--- config.mk ---
export PLATFORM = sky130hd
export DESIGN_NAME = fsap_top
export DESIGN_NICKNAME = d
export VERILOG_FILES = /design/src/hdl/fsap_pkg.sv /design/src/hdl/fsap_fifo.sv /design/src/hdl/fsap_top.sv
export SDC_FILE = /design/constraint.sdc
export NUM_CORES = 1
export LEC_CHECK = 0
export BUFFER_PORTS_ARGS = -buffer_cell sky130_fd_sc_hd__buf_2
export CAP_MARGIN = 20
export CORE_MARGIN = 2
export CORE_UTILIZATION = 59
export DETAILED_ROUTE_END_ITERATION = 16
export PLACE_DENSITY = 0.75
export SLEW_MARGIN = 10
export SYNTH_ARGS = -nofsm -noshare
export SYNTH_HDL_FRONTEND = slang
export SYNTH_SLANG_ARGS = --single-unit
--- constraint.sdc ---
create_clock -name pclk -period 16.2 [get_ports pclk]
set_clock_uncertainty 0.2 [all_clocks]
set_input_delay 3.24 -clock pclk [delete_from_list [all_inputs] [get_ports pclk]]
set_output_delay 3.24 -clock pclk [all_outputs]
set_load 0.005 [all_outputs]
--- src/hdl/fsap_pkg.sv ---
/*
  Constants, register map and state encoding for the fast-settling averaging postfilter.
  Assumes a single 100 MHz APB clock that also serves as the modulator master clock.
*/
package fsap_pkg;
  localparam int unsigned ADDR_W      = 12;
  localparam int unsigned DATA_W      = 32;
  localparam int unsigned RES_W       = 24;
  localparam int unsigned RATE_W      = 10;
  localparam int unsigned WIN_W       = 20;
  localparam int unsigned ACC_W       = 21;
  localparam int unsigned SUM_W       = 25;
  localparam int unsigned FIFO_DEPTH  = 16;
  localparam int unsigned CNT_W       = 5;

  localparam logic [ADDR_W-1:0] CTRL_ADDR   = 12'h000;
  localparam logic [ADDR_W-1:0] STATUS_ADDR = 12'h004;
  localparam logic [ADDR_W-1:0] DATA_ADDR   = 12'h008;

  localparam int unsigned CTRL_AVG_LSB  = 0;
  localparam int unsigned CTRL_SINC3    = 2;
  localparam int unsigned CTRL_CHOP     = 3;
  localparam int unsigned CTRL_SIXTY_HZ_NOTCH_ENABLE    = 4;
  localparam int unsigned CTRL_ENABLE   = 5;
  localparam int unsigned CTRL_CHAN_LSB = 8;
  localparam int unsigned CTRL_RATE_LSB = 16;
  localparam logic [DATA_W-1:0] CTRL_RESET = 32'h0060_0000;

  localparam int unsigned STAT_BUSY    = 0;
  localparam int unsigned STAT_AVAIL   = 1;
  localparam int unsigned STAT_FULL    = 2;
  localparam int unsigned STAT_HOLD    = 3;
  localparam int unsigned STAT_CNT_LSB = 8;

  localparam int unsigned RES_CHAN_LSB = 24;
  localparam int unsigned WIN_SHIFT    = 10;

  localparam logic [1:0] AVG_OFF = 2'h0;
  localparam logic [1:0] AVG_2   = 2'h1;
  localparam logic [1:0] AVG_8   = 2'h2;
  localparam logic [1:0] AVG_16  = 2'h3;

  localparam logic [4:0] FILL_SINC4 = 5'h3;
  localparam logic [4:0] FILL_SINC3 = 5'h2;

  typedef enum logic [1:0] {
    FSAP_IDLE = 2'b00,
    FSAP_FILL = 2'b01,
    FSAP_AVG  = 2'b10,
    FSAP_HOLD = 2'b11
  } fsap_state_t;
endpackage : fsap_pkg

--- src/hdl/fsap_fifo.sv ---
/*
  Flip-flop FIFO with valid and ready on both sides.
  Assumes both sides share one clock and reset.
*/
`timescale 1ns/1ps
`default_nettype none
module fsap_fifo #(
  parameter int unsigned WIDTH = 32,
  parameter int unsigned DEPTH = 16
) (
  input  wire logic                     clk,
  input  wire logic                     rst_n,
  input  wire logic [WIDTH-1:0]         in_data,
  input  wire logic                     in_valid,
  output var  logic                     in_ready,
  output var  logic [WIDTH-1:0]         out_data,
  output var  logic                     out_valid,
  input  wire logic                     out_ready,
  output var  logic [$clog2(DEPTH):0]   count
);
  localparam int unsigned PTR_W = $clog2(DEPTH);

  logic [WIDTH-1:0] mem_q [DEPTH];
  logic [PTR_W-1:0] wr_q;
  logic [PTR_W-1:0] wr_d;
  logic [PTR_W-1:0] rd_q;
  logic [PTR_W-1:0] rd_d;
  logic [PTR_W:0]   cnt_q;
  logic [PTR_W:0]   cnt_d;
  logic             push;
  logic             pop;

  // ==========================================================
  // Next state.
  always_comb begin
    push  = in_valid && (cnt_q != PTR_W'(0) + (PTR_W+1)'(DEPTH));
    pop   = out_ready && (cnt_q != '0);
    wr_d  = push ? wr_q + PTR_W'(1) : wr_q;
    rd_d  = pop ? rd_q + PTR_W'(1) : rd_q;
    cnt_d = cnt_q + (PTR_W+1)'(push) - (PTR_W+1)'(pop);
  end

  // ==========================================================
  // Registers.
  always_ff @(posedge clk or negedge rst_n) begin
    if (!rst_n) begin
      wr_q  <= '0;
      rd_q  <= '0;
      cnt_q <= '0;
    end else begin
      wr_q  <= wr_d;
      rd_q  <= rd_d;
      cnt_q <= cnt_d;
    end
  end

  always_ff @(posedge clk) begin
    if (push) begin
      mem_q[wr_q] <= in_data;
    end
  end

  assign in_ready  = (cnt_q != (PTR_W+1)'(DEPTH));
  assign out_valid = (cnt_q != '0);
  assign out_data  = mem_q[rd_q];
  assign count     = cnt_q;
endmodule : fsap_fifo
`default_nettype wire

--- src/hdl/fsap_top.sv ---
/*
  Fast-settling decimator with averaging postfilter, APB registers and result FIFO.
  Assumes the modulator bitstream pin is asynchronous and pclk is the master clock.
*/
`timescale 1ns/1ps
`default_nettype none
module fsap_top
  import fsap_pkg::*;
(
  input  wire logic              pclk,
  input  wire logic              presetn,
  input  wire logic              psel,
  input  wire logic              penable,
  input  wire logic              pwrite,
  input  wire logic [ADDR_W-1:0] paddr,
  input  wire logic [DATA_W-1:0] pwdata,
  output var  logic [DATA_W-1:0] prdata,
  output var  logic              pready,
  output var  logic              pslverr,
  input  wire logic              modulator_bit,
  output var  logic              result_available
);

  // ==========================================================
  // Helper functions.
  function automatic logic [2:0] avg_shift(input logic [1:0] sel);
    unique case (sel)
      AVG_2:   avg_shift = 3'h1;
      AVG_8:   avg_shift = 3'h3;
      AVG_16:  avg_shift = 3'h4;
      AVG_OFF: avg_shift = 3'h0;
    endcase
  endfunction : avg_shift

  function automatic logic signed [ACC_W-1:0] half_sum(
    input logic signed [ACC_W-1:0] a,
    input logic signed [ACC_W-1:0] b
  );
    logic signed [ACC_W:0] s;
    s = {a[ACC_W-1], a} + {b[ACC_W-1], b};
    half_sum = s[ACC_W:1];
  endfunction : half_sum

  // ==========================================================
  // Pin synchroniser.
  logic mod_meta_q;
  logic mod_sync_q;

  always_ff @(posedge pclk or negedge presetn) begin
    if (!presetn) begin
      mod_meta_q <= 1'b0;
      mod_sync_q <= 1'b0;
    end else begin
      mod_meta_q <= modulator_bit;
      mod_sync_q <= mod_meta_q;
    end
  end

  // ==========================================================
  // APB slave.
  logic [DATA_W-1:0] ctrl_q;
  logic [DATA_W-1:0] ctrl_d;
  logic [DATA_W-1:0] prdata_q;
  logic [DATA_W-1:0] prdata_d;
  logic              pready_q;
  logic              pready_d;
  logic              pslverr_q;
  logic              pslverr_d;
  logic              restart;
  logic              fifo_pop;
  logic [DATA_W-1:0] fifo_out;
  logic              fifo_valid;
  logic              fifo_in_ready;
  logic [CNT_W-1:0]  fifo_count;
  logic [DATA_W-1:0] status_word;
  fsap_state_t       state_q;
  fsap_state_t       state_d;

  always_comb begin
    status_word = '0;
    status_word[STAT_BUSY]  = (state_q != FSAP_IDLE);
    status_word[STAT_AVAIL] = fifo_valid;
    status_word[STAT_FULL]  = !fifo_in_ready;
    status_word[STAT_HOLD]  = (state_q == FSAP_HOLD);
    status_word[STAT_CNT_LSB +: CNT_W] = fifo_count;
  end

  always_comb begin
    ctrl_d    = ctrl_q;
    prdata_d  = prdata_q;
    pslverr_d = 1'b0;
    pready_d  = 1'b0;
    restart   = 1'b0;
    fifo_pop  = 1'b0;
    if (psel && penable && !pready_q) begin
      pready_d = 1'b1;
      prdata_d = '0;
      unique case (paddr)
        CTRL_ADDR: begin
          if (pwrite) begin
            ctrl_d  = pwdata;
            restart = 1'b1;
          end else begin
            prdata_d = ctrl_q;
          end
        end
        STATUS_ADDR: begin
          if (!pwrite) begin
            prdata_d = status_word;
          end
        end
        DATA_ADDR: begin
          if (!pwrite) begin
            prdata_d = fifo_valid ? fifo_out : '0;
            fifo_pop = fifo_valid;
          end
        end
        default: begin
          pslverr_d = 1'b1;
        end
      endcase
    end
  end

  always_ff @(posedge pclk or negedge presetn) begin
    if (!presetn) begin
      ctrl_q    <= CTRL_RESET;
      prdata_q  <= '0;
      pready_q  <= 1'b0;
      pslverr_q <= 1'b0;
    end else begin
      ctrl_q    <= ctrl_d;
      prdata_q  <= prdata_d;
      pready_q  <= pready_d;
      pslverr_q <= pslverr_d;
    end
  end

  // ==========================================================
  // Control fields.
  logic [1:0]        avg_sel;
  logic              fast_mode;
  logic              sinc3;
  logic              chop;
  logic              sixty_hz_notch_enable;
  logic              enable;
  logic [3:0]        channel;
  logic [RATE_W-1:0] rate_word;
  logic [WIN_W-1:0]  win_last;
  logic [4:0]        fill_last;
  logic [4:0]        avg_last;
  logic [2:0]        shift;

  always_comb begin
    avg_sel   = ctrl_q[CTRL_AVG_LSB +: 2];
    fast_mode = (avg_sel != AVG_OFF);
    sinc3     = ctrl_q[CTRL_SINC3];
    chop      = ctrl_q[CTRL_CHOP];
    sixty_hz_notch_enable     = ctrl_q[CTRL_SIXTY_HZ_NOTCH_ENABLE];
    enable    = ctrl_q[CTRL_ENABLE];
    channel   = ctrl_q[CTRL_CHAN_LSB +: 4];
    // unsigned rate word, zero is treated as one.
    rate_word = ctrl_q[CTRL_RATE_LSB +: RATE_W];
    if (rate_word == '0) begin
      rate_word = RATE_W'(1);
    end
    // sinc window of 1024 times rate word.
    win_last  = {rate_word, WIN_SHIFT'(0)} - WIN_W'(1);
    fill_last = (sinc3 ? FILL_SINC3 : FILL_SINC4) - 5'h1;
    shift     = avg_shift(avg_sel);
    avg_last  = 5'(5'h1 << shift) - 5'h1;
  end

  // ==========================================================
  // Conversion engine.
  logic [WIN_W-1:0]        win_q;
  logic [WIN_W-1:0]        win_d;
  logic signed [ACC_W-1:0] acc_q;
  logic signed [ACC_W-1:0] acc_d;
  logic [4:0]              nwin_q;
  logic [4:0]              nwin_d;
  logic signed [SUM_W-1:0] sum_q;
  logic signed [SUM_W-1:0] sum_d;
  logic signed [ACC_W-1:0] prev_win_q;
  logic signed [ACC_W-1:0] prev_win_d;
  logic signed [ACC_W-1:0] prev_conv_q;
  logic signed [ACC_W-1:0] prev_conv_d;
  logic                    phase_q;
  logic                    phase_d;
  logic                    first_q;
  logic                    first_d;
  logic [DATA_W-1:0]       res_q;
  logic [DATA_W-1:0]       res_d;
  logic                    push;
  logic [DATA_W-1:0]       push_data;
  logic signed [ACC_W-1:0] win_val;
  logic signed [ACC_W-1:0] term;
  logic signed [SUM_W-1:0] sum_all;
  logic signed [ACC_W-1:0] conv;
  logic signed [ACC_W-1:0] final_val;

  always_comb begin
    state_d     = state_q;
    win_d       = win_q;
    acc_d       = acc_q;
    nwin_d      = nwin_q;
    sum_d       = sum_q;
    prev_win_d  = prev_win_q;
    prev_conv_d = prev_conv_q;
    phase_d     = phase_q;
    first_d     = first_q;
    res_d       = res_q;
    push        = 1'b0;
    push_data   = res_q;
    win_val     = acc_q + ((mod_sync_q ^ phase_q) ? ACC_W'(1) : -ACC_W'(1));
    if (phase_q) begin
      win_val = -win_val;
    end
    // neighbour pairing adds a notch, window count unchanged.
    term      = sixty_hz_notch_enable ? half_sum(win_val, prev_win_q) : win_val;
    sum_all   = sum_q + SUM_W'(term);
    conv      = ACC_W'(sum_all >>> shift);
    final_val = chop ? half_sum(conv, prev_conv_q) : conv;
    if (state_q == FSAP_FILL || state_q == FSAP_AVG) begin
      win_d = win_q + WIN_W'(1);
      acc_d = acc_q + ((mod_sync_q ^ phase_q) ? ACC_W'(1) : -ACC_W'(1));
      if (win_q == win_last) begin
        win_d      = '0;
        acc_d      = '0;
        prev_win_d = win_val;
        nwin_d     = nwin_q + 5'h1;
        if (state_q == FSAP_FILL) begin
          if (nwin_q == fill_last) begin
            state_d = FSAP_AVG;
            nwin_d  = '0;
          end
        end else begin
          sum_d = sum_all;
          if (nwin_q == (fast_mode ? avg_last : 5'h0)) begin
            nwin_d      = '0;
            sum_d       = '0;
            prev_conv_d = conv;
            res_d       = '0;
            res_d[RES_W-1:0] = RES_W'(final_val);
            res_d[RES_CHAN_LSB +: 4] = channel;
            first_d     = 1'b0;
            if (chop) begin
              phase_d = !phase_q;
            end
            if (fast_mode) begin
              state_d = FSAP_FILL;
            end
            if (!(chop && first_q)) begin
              push = fifo_in_ready;
              push_data = res_d;
              if (!fifo_in_ready) begin
                state_d = FSAP_HOLD;
              end
            end
          end
        end
      end
    end else if (state_q == FSAP_HOLD) begin
      push      = fifo_in_ready;
      push_data = res_q;
      if (fifo_in_ready) begin
        state_d = fast_mode ? FSAP_FILL : FSAP_AVG;
      end
    end
    if (restart || (state_q == FSAP_IDLE && enable)) begin
      state_d     = ctrl_d[CTRL_ENABLE] ? FSAP_FILL : FSAP_IDLE;
      win_d       = '0;
      acc_d       = '0;
      nwin_d      = '0;
      sum_d       = '0;
      phase_d     = 1'b0;
      first_d     = 1'b1;
      prev_conv_d = '0;
    end
  end

  always_ff @(posedge pclk or negedge presetn) begin
    if (!presetn) begin
      state_q     <= FSAP_IDLE;
      win_q       <= '0;
      acc_q       <= '0;
      nwin_q      <= '0;
      sum_q       <= '0;
      prev_win_q  <= '0;
      prev_conv_q <= '0;
      phase_q     <= 1'b0;
      first_q     <= 1'b1;
      res_q       <= '0;
    end else begin
      state_q     <= state_d;
      win_q       <= win_d;
      acc_q       <= acc_d;
      nwin_q      <= nwin_d;
      sum_q       <= sum_d;
      prev_win_q  <= prev_win_d;
      prev_conv_q <= prev_conv_d;
      phase_q     <= phase_d;
      first_q     <= first_d;
      res_q       <= res_d;
    end
  end

  // ==========================================================
  // Result FIFO.
  logic avail_q;

  fsap_fifo #(
    .WIDTH (DATA_W),
    .DEPTH (FIFO_DEPTH)
  ) u_fifo (
    .clk       (pclk),
    .rst_n     (presetn),
    .in_data   (push_data),
    .in_valid  (push),
    .in_ready  (fifo_in_ready),
    .out_data  (fifo_out),
    .out_valid (fifo_valid),
    .out_ready (fifo_pop),
    .count     (fifo_count)
  );

  always_ff @(posedge pclk or negedge presetn) begin
    if (!presetn) begin
      avail_q <= 1'b0;
    end else begin
      avail_q <= fifo_valid;
    end
  end

  assign prdata           = prdata_q;
  assign pready           = pready_q;
  assign pslverr          = pslverr_q;
  assign result_available = avail_q;
endmodule : fsap_top
`default_nettype wire

==> results.tsv, run 1 <==
stage	metric	value	unit
outcome	status	finished clean	
clock_network	ctsHtreeMaxLevel	3	
grt	track_usage	30.0	%
setup_path	crit_type	register to register	
timing	setup_viol	0	
clock_network	path_clk_slew	0.06	ns
floorplan	die_y	235	um
clock_network	clock_latency	0.62	ns
setup_path	crit_buf_inv	2	
cells_and_area	layout_commonest_cell	edfxtp_1	
grt	first_global_vias	21300	
synthesis	synth_area_leader_cell	edfxtp_1	
setup_path	worst-path-max-fanout	27	
grt	grt_pass1_wl	127000	um
detailed_routing	vias	21400	
placement	dp_hpwl	51400	um
detailed_routing	vias_per_cell	6.59	
timing	tightest_slew	1.12	ns
clock_network	cts-resized-gates	0	
clock_network	cts_buffers	67	
synthesis	synth_top_flop_cell	edfxtp_1	
synthesis	yosysWarnings	0	
cells_and_area	final_cell_count_no_fill	3245	
synthesis	synthMuxAreaShare	13.9	%
setup_path	r2r_cells	37	
clock_network	cts_tree	done	
synthesis	syn_area	31600	sq um
synthesis	avgSynthCellArea	13.0	sq um
synthesis	synth-xor-area-share	3.10	%
synthesis	ys_seq_area_share	55.8	%
grt	grt_max_degree	92	
timing	hold_viol	0	
cells_and_area	drive_above_1_share	19.6	%
clock_network	cts_sinks	624	
cells_and_area	finalNetCount	2652	
floorplan	start_util	59.8	%
floorplan	die_area	55400	sq um
setup_path	startpoint_type	register	
setup_path	cp_slowest_stage_delay	0.92	ns
timing	fin_crit_sh	72.7	%
min_path	hp-class	register to register	
cells_and_area	area_delta_synth_final	10.6	%
clock_network	ctsRootBufferMaster	clkbuf_16	
timing	rsz0062_at_grt	false	
placement	dp_cells	3116	
synthesis	synth-simple-area-share	9.71	%
grt	gr-total-overflow	0	
timing	finalMaxSlewViolations	0	
grt	antenna_found_initial	4	
pwr	p_leak	13.7	nW
timing	setup_tns	0	ns
setup_path	crit_slowest_cell	xnor2_2	
synthesis	ys_types	91	
setup_path	critPathTopFamily	compound AO/OA/AOI/OAI gates	
floorplan	rows	84	
clock_network	cts_buffer_depth	3	
pwr	cellPowerDensity	140	nW/um^2
timing	fmax	0.0849	GHz
floorplan	core_area	52800	sq um
setup_path	endpoint_kind	register	
job	max_cap_violations	0	
synthesis	netlist_instances	2435	
clock_network	post_cts_buffers	0	
detailed_routing	firstDrtPassIters	5	
synthesis	synth_edf_count	400	
timing	slew-limit-headroom	25.3	%
synthesis	synth_nets	2583	
synthesis	ys_seq_elements	624	
synthesis	synthAdderAreaFrac	3.98	%
floorplan	io_pins	85	
pwr	peakVddDrop	0.102	mV
detailed_routing	drc	0	
synthesis	synth_area_leaders	edfxtp_1 38%, dfrtp_1 18%, mux4_2 9.9%, ha_1 3.7%, mux2_2 3.0%	
clock_network	ctsHoldBuffers	0	
setup_path	required	16.26	ns
timing	period_needed	11.78	ns
setup_path	path_depth	37	
synthesis	async_flop_share	35.9	%
min_path	hold_depth	0	
placement	routabilityCongestion	0.890	
detailed_routing	drtIter0Drc	1955	
detailed_routing	wire_per_inst	25.4	um
synthesis	synth_compound_area_share	10.8	%
cells_and_area	final_cell_mix	400 x edfxtp_1, 218 x dfrtp_1, 174 x nor2_1, 167 x nand2_1, 139 x mux4_2	
placement	io_buffer_count	84	
detailed_routing	ant_nets	0	
detailed_routing	wl	82500	um
synthesis	synth_top_family_by_area	multiplexers	
setup_path	cp.arrival	11.84	ns
synthesis	synth_top_cell_area_share	38.0	%
floorplan	die_x	235	um
## final timing paths
kind | start | end | slack (ns)
max in group asynchronous | presetn | u_fifo.rd_q[1]$_DFFE_PN0P_ | 11.79
setup / recovery | phase_q$_DFFE_PN0P_ | u_fifo.mem_q[13][18]$_DFFE_PP_ | 4.42
hold reg to reg | mod_meta_q$_DFF_PN0_ | mod_sync_q$_DFF_PN0_ | 0.15
setup reg to reg | phase_q$_DFFE_PN0P_ | u_fifo.mem_q[13][18]$_DFFE_PP_ | 4.42
min in group asynchronous | presetn | sum_q[22]$_DFFE_PN0P_ | 2.44
hold / removal | mod_meta_q$_DFF_PN0_ | mod_sync_q$_DFF_PN0_ | 0.15
## cell usage after synthesis (all sizes together) (11+ instances only)
master / n
a211oi: 16
a21o: 34
a21oi: 102
a221oi: 16
a22o: 35
a31oi: 25
and2: 23
and3: 28
and4: 11
buf: 39
clkbuf: 96
dfrtp: 221
edfxtp: 400
ha: 94
inv: 78
mux2: 85
mux2i: 30
mux4: 139
nand2: 167
nand2b: 15
nand3: 43
nand4: 18
nor2: 175
nor2b: 16
nor3: 38
nor4: 17
o211ai: 16
o21a: 18
o21ai: 136
o21bai: 13
o31ai: 17
or2: 14
or3: 22
xnor2: 73
xor2: 37
## layer usage
layer  vias to the layer above  GRT usage [%]  share of wire [%]
li1                       9460              -                  -
met1                     10800           39.8                 39
met2                       953           49.8                 49
met3                       202           4.71                7.7
met4                         0           12.8                4.2
met5                         -              0                  0
## sequential cells by signal, summed over array words and instances, names as in the netlist, 2 cells and up
signal	cells
state_q	2
res_q	25
u_fifo.mem_q	400
sum_q	25
u_fifo.rd_q	4
u_fifo.wr_q	4
prdata	32
win_q	20
nwin_q	5
prev_conv_q	21
ctrl_q	32
acc_q	21
prev_win_q	21
u_fifo.count	5
## metrics by stage
stage	hold slack, ns	util [%]	total power, mW	cell area, sq um	setup WS [ns]
floorplan	0.131	-	2.95	31600	6.16
global placement	0.134	62.0	3.32	32700	4.22
detailed placement	0.142	62.0	3.35	32700	4.03
CTS	0.156	66.1	4.87	34800	3.94
global route	0.167	66.2	5.12	34900	3.59
finish	0.151	66.2	4.87	34900	4.42
## logic make-up (layout without fill, tap and decap cells)
logic type / count (synthesis) / count (layout)
XOR/XNOR: 110 / 110
flip-flops: 624 / 624
multiplexers: 254 / 254
AO/OA/AOI/OAI: 513 / 513
adder cells (fa/ha/maj): 98 / 98
other: 0 / 4
AND/OR/NAND/NOR: 622 / 622
buffers and inverters: 214 / 332
## layout make-up
type                       instances  area, sq um
antenna                            4         10.0
clock buffer                      89         1840
clock inverter                    29          312
fill                            3665        17800
inverter                          79          297
multi-input combinational       1597        13100
sequential                       624        17600
tap                              688          861
timing repair buffer             135          827
## where the power goes
group          internal (mW)  leakage, nW  switching, mW
Clock                  0.884         1.05          0.635
Sequential              1.75         6.80         0.0909
Combinational          0.588         5.81          0.931
Total                   3.22         13.7           1.66
(Power assumes the default switching activity.)
==> inputs of run 2 (changes only) <==
- clock period: 16.2 -> 11.1 ns (I/O delays scaled with it)
==> results.tsv, run 2 (synthesis results as in run 1) <==
stage	metric	value	unit	change
outcome	status	finished clean		
clock_network	ctsRootBufferMaster	clkbuf_16		
detailed_routing	vias_per_cell	6.59		about the same
min_path	hp-class	register to register		
cells_and_area	regMostFlops	u_fifo.mem_q		
timing	hold_viol	0		unchanged
setup_path	required	11.17	ns	-5.09 ns
cells_and_area	multi_input_area	13200	sq um	+0.26%
clock_network	cts-resized-gates	0		unchanged
clock_network	clock_latency	0.62	ns	about the same
cells_and_area	num-fill-cells	3637		-0.76%
pwr	peakVddDrop	0.172	mV	+69%
floorplan	start_util	59.8	%	unchanged
floorplan	die_x	235	um	unchanged
detailed_routing	drc	0		unchanged
cells_and_area	layout_commonest_cell	edfxtp_1		
cells_and_area	finalNetCount	2655		+0.11%
detailed_routing	drtIter0Drc	2325		+19%
clock_network	cts_buffers	66		-1.5%
clock_network	ctsHoldBuffers	0		unchanged
detailed_routing	ant_nets	0		unchanged
setup_path	cp_slowest_stage_delay	0.55	ns	-0.37 ns
timing	period_needed	10.43	ns	-1.34 ns
detailed_routing	wl	82200	um	-0.39%
clock_network	post_cts_buffers	0		unchanged
grt	antenna_found_initial	4		unchanged
timing	setup_viol	0		unchanged
clock_network	cts_tree	done		
cells_and_area	final_cell_count_no_fill	3248		+0.092%
grt	grt_pass1_wl	126000	um	-0.65%
job	max_cap_violations	0		unchanged
placement	io_buffer_count	84		unchanged
pwr	p_total	7.12	mW	+46%
setup_path	crit_buf_inv	2		unchanged
floorplan	die_y	235	um	unchanged
setup_path	startpoint_type	register		
grt	grt_max_degree	100		+8.7%
cells_and_area	area_delta_synth_final	10.8	%	
floorplan	rows	84		unchanged
clock_network	cts_sinks	624		unchanged
pwr	cellPowerDensity	203	nW/um^2	+46%
placement	dp_cells	3125		+0.29%
detailed_routing	wire_per_inst	25.3	um	-0.48%
detailed_routing	firstDrtPassIters	5		unchanged
cells_and_area	ff_latch_area	17600	sq um	about the same
setup_path	crit_type	register to register		
floorplan	io_pins	85		unchanged
setup_path	worst-path-max-fanout	17		-37%
clock_network	cts_buffer_depth	3		unchanged
setup_path	critPathTopFamily	compound AO/OA/AOI/OAI gates		
floorplan	die_area	55400	sq um	unchanged
grt	gr-total-overflow	0		unchanged
placement	routabilityCongestion	0.934		+5.0%
setup_path	crit_slowest_cell	dfrtp_2		
setup_path	crit_top_cell	a21oi_1		
timing	finalMaxSlewViolations	0		unchanged
timing	fin_crit_sh	94.0	%	+21 points
floorplan	core_area	52800	sq um	unchanged
timing	setup_tns	0	ns	unchanged
detailed_routing	vias	21400		+0.16%
timing	fmax	0.0958	GHz	+13%
setup_path	cp.arrival	10.50	ns	-1.34 ns
grt	track_usage	29.8	%	-0.18 points
pwr	p_leak	13.5	nW	-0.93%
clock_network	path_clk_slew	0.06	ns	about the same
cells_and_area	largest_reg_flops	400		unchanged
timing	slew-limit-headroom	25.9	%	+0.58 points
grt	first_global_vias	21000		-1.2%
setup_path	endpoint_kind	register		
placement	dp_hpwl	52500	um	+2.0%
cells_and_area	drive_above_1_share	20.1	%	+0.44 points
clock_network	ctsHtreeMaxLevel	3		unchanged
cells_and_area	final_cell_mix	400 x edfxtp_1, 217 x dfrtp_1, 174 x nor2_1, 167 x nand2_1, 139 x mux4_2		
timing	rsz0062_at_grt	false		
timing	tightest_slew	1.10	ns	-0.0153 ns
run 2: layout make-up:
type	instances	area share [%]
Inverter	79	0.848
Clock inverter	32	0.973
Clock buffer	86	5.18
Sequential cell	624	50.4
Multi-Input combinational cell	1597	37.7
Timing Repair Buffer	139	2.42
Tap cell	688	2.46
Antenna cell	3	0.0215
run 2: report_power, final:
group	switching, mW	internal (mW)
Clock	0.950	1.24
Sequential	0.132	2.55
Combinational	1.38	0.864
Total	2.46	4.66
run 2: final timing paths:
| path | start | to | slack, ns | cells past startpoint |
|---|---|---|---|---|
| worst max-delay path | acc_q[1]$_DFFE_PN0P_ | u_fifo.mem_q[14][19]$_DFFE_PP_ | 0.67 | 41 |
| worst min-delay path | mod_meta_q$_DFF_PN0_ | mod_sync_q$_DFF_PN0_ | 0.15 | 0 |
| worst max register to register | acc_q[1]$_DFFE_PN0P_ | u_fifo.mem_q[14][19]$_DFFE_PP_ | 0.67 | 41 |
| worst min register to register | mod_meta_q$_DFF_PN0_ | mod_sync_q$_DFF_PN0_ | 0.15 | 0 |
| max in group asynchronous | presetn | acc_q[1]$_DFFE_PN0P_ | 7.75 | 2 |
| min in group asynchronous | presetn | prev_conv_q[10]$_DFFE_PN0P_ | 1.47 | 1 |
run 2: layer usage:
| metal | GRT usage (%) | vias to the layer above | share of wire, % |
|---|---|---|---|
| met5 | 0 | - | 0.012 |
| met4 | 11.9 | 2 | 4.0 |
| met3 | 5.07 | 188 | 7.5 |
| met2 | 50.6 | 956 | 50 |
| met1 | 38.6 | 10800 | 38 |
| li1 | - | 9472 | - |
run 2: metrics by stage:
stage,hold WS (ns),utilization (%),worst slack [ns],instance area [sq um]
after floorplan,0.131,-,1.06,31600
after global placement,0.137,62.1,0.271,32800
after detailed placement,0.138,62.1,0.207,32800
after CTS,0.153,66.2,0.139,34900
after global routing,0.163,66.3,0.0166,35000
final,0.150,66.3,0.666,35000
run 2: worst reg2reg max path, delay by kind of cell, from the launching register on:
| kind | cells | cell delay, ns |
|---|---|---|
| compound gates | 16 | 3.69 |
| xor+xnor | 6 | 0.99 |
| simple gates | 10 | 2.52 |
| mux | 3 | 0.85 |
| fa+ha+maj | 4 | 1.09 |
| buf+inv | 2 | 0.22 |
| flops | 1 | 0.55 |
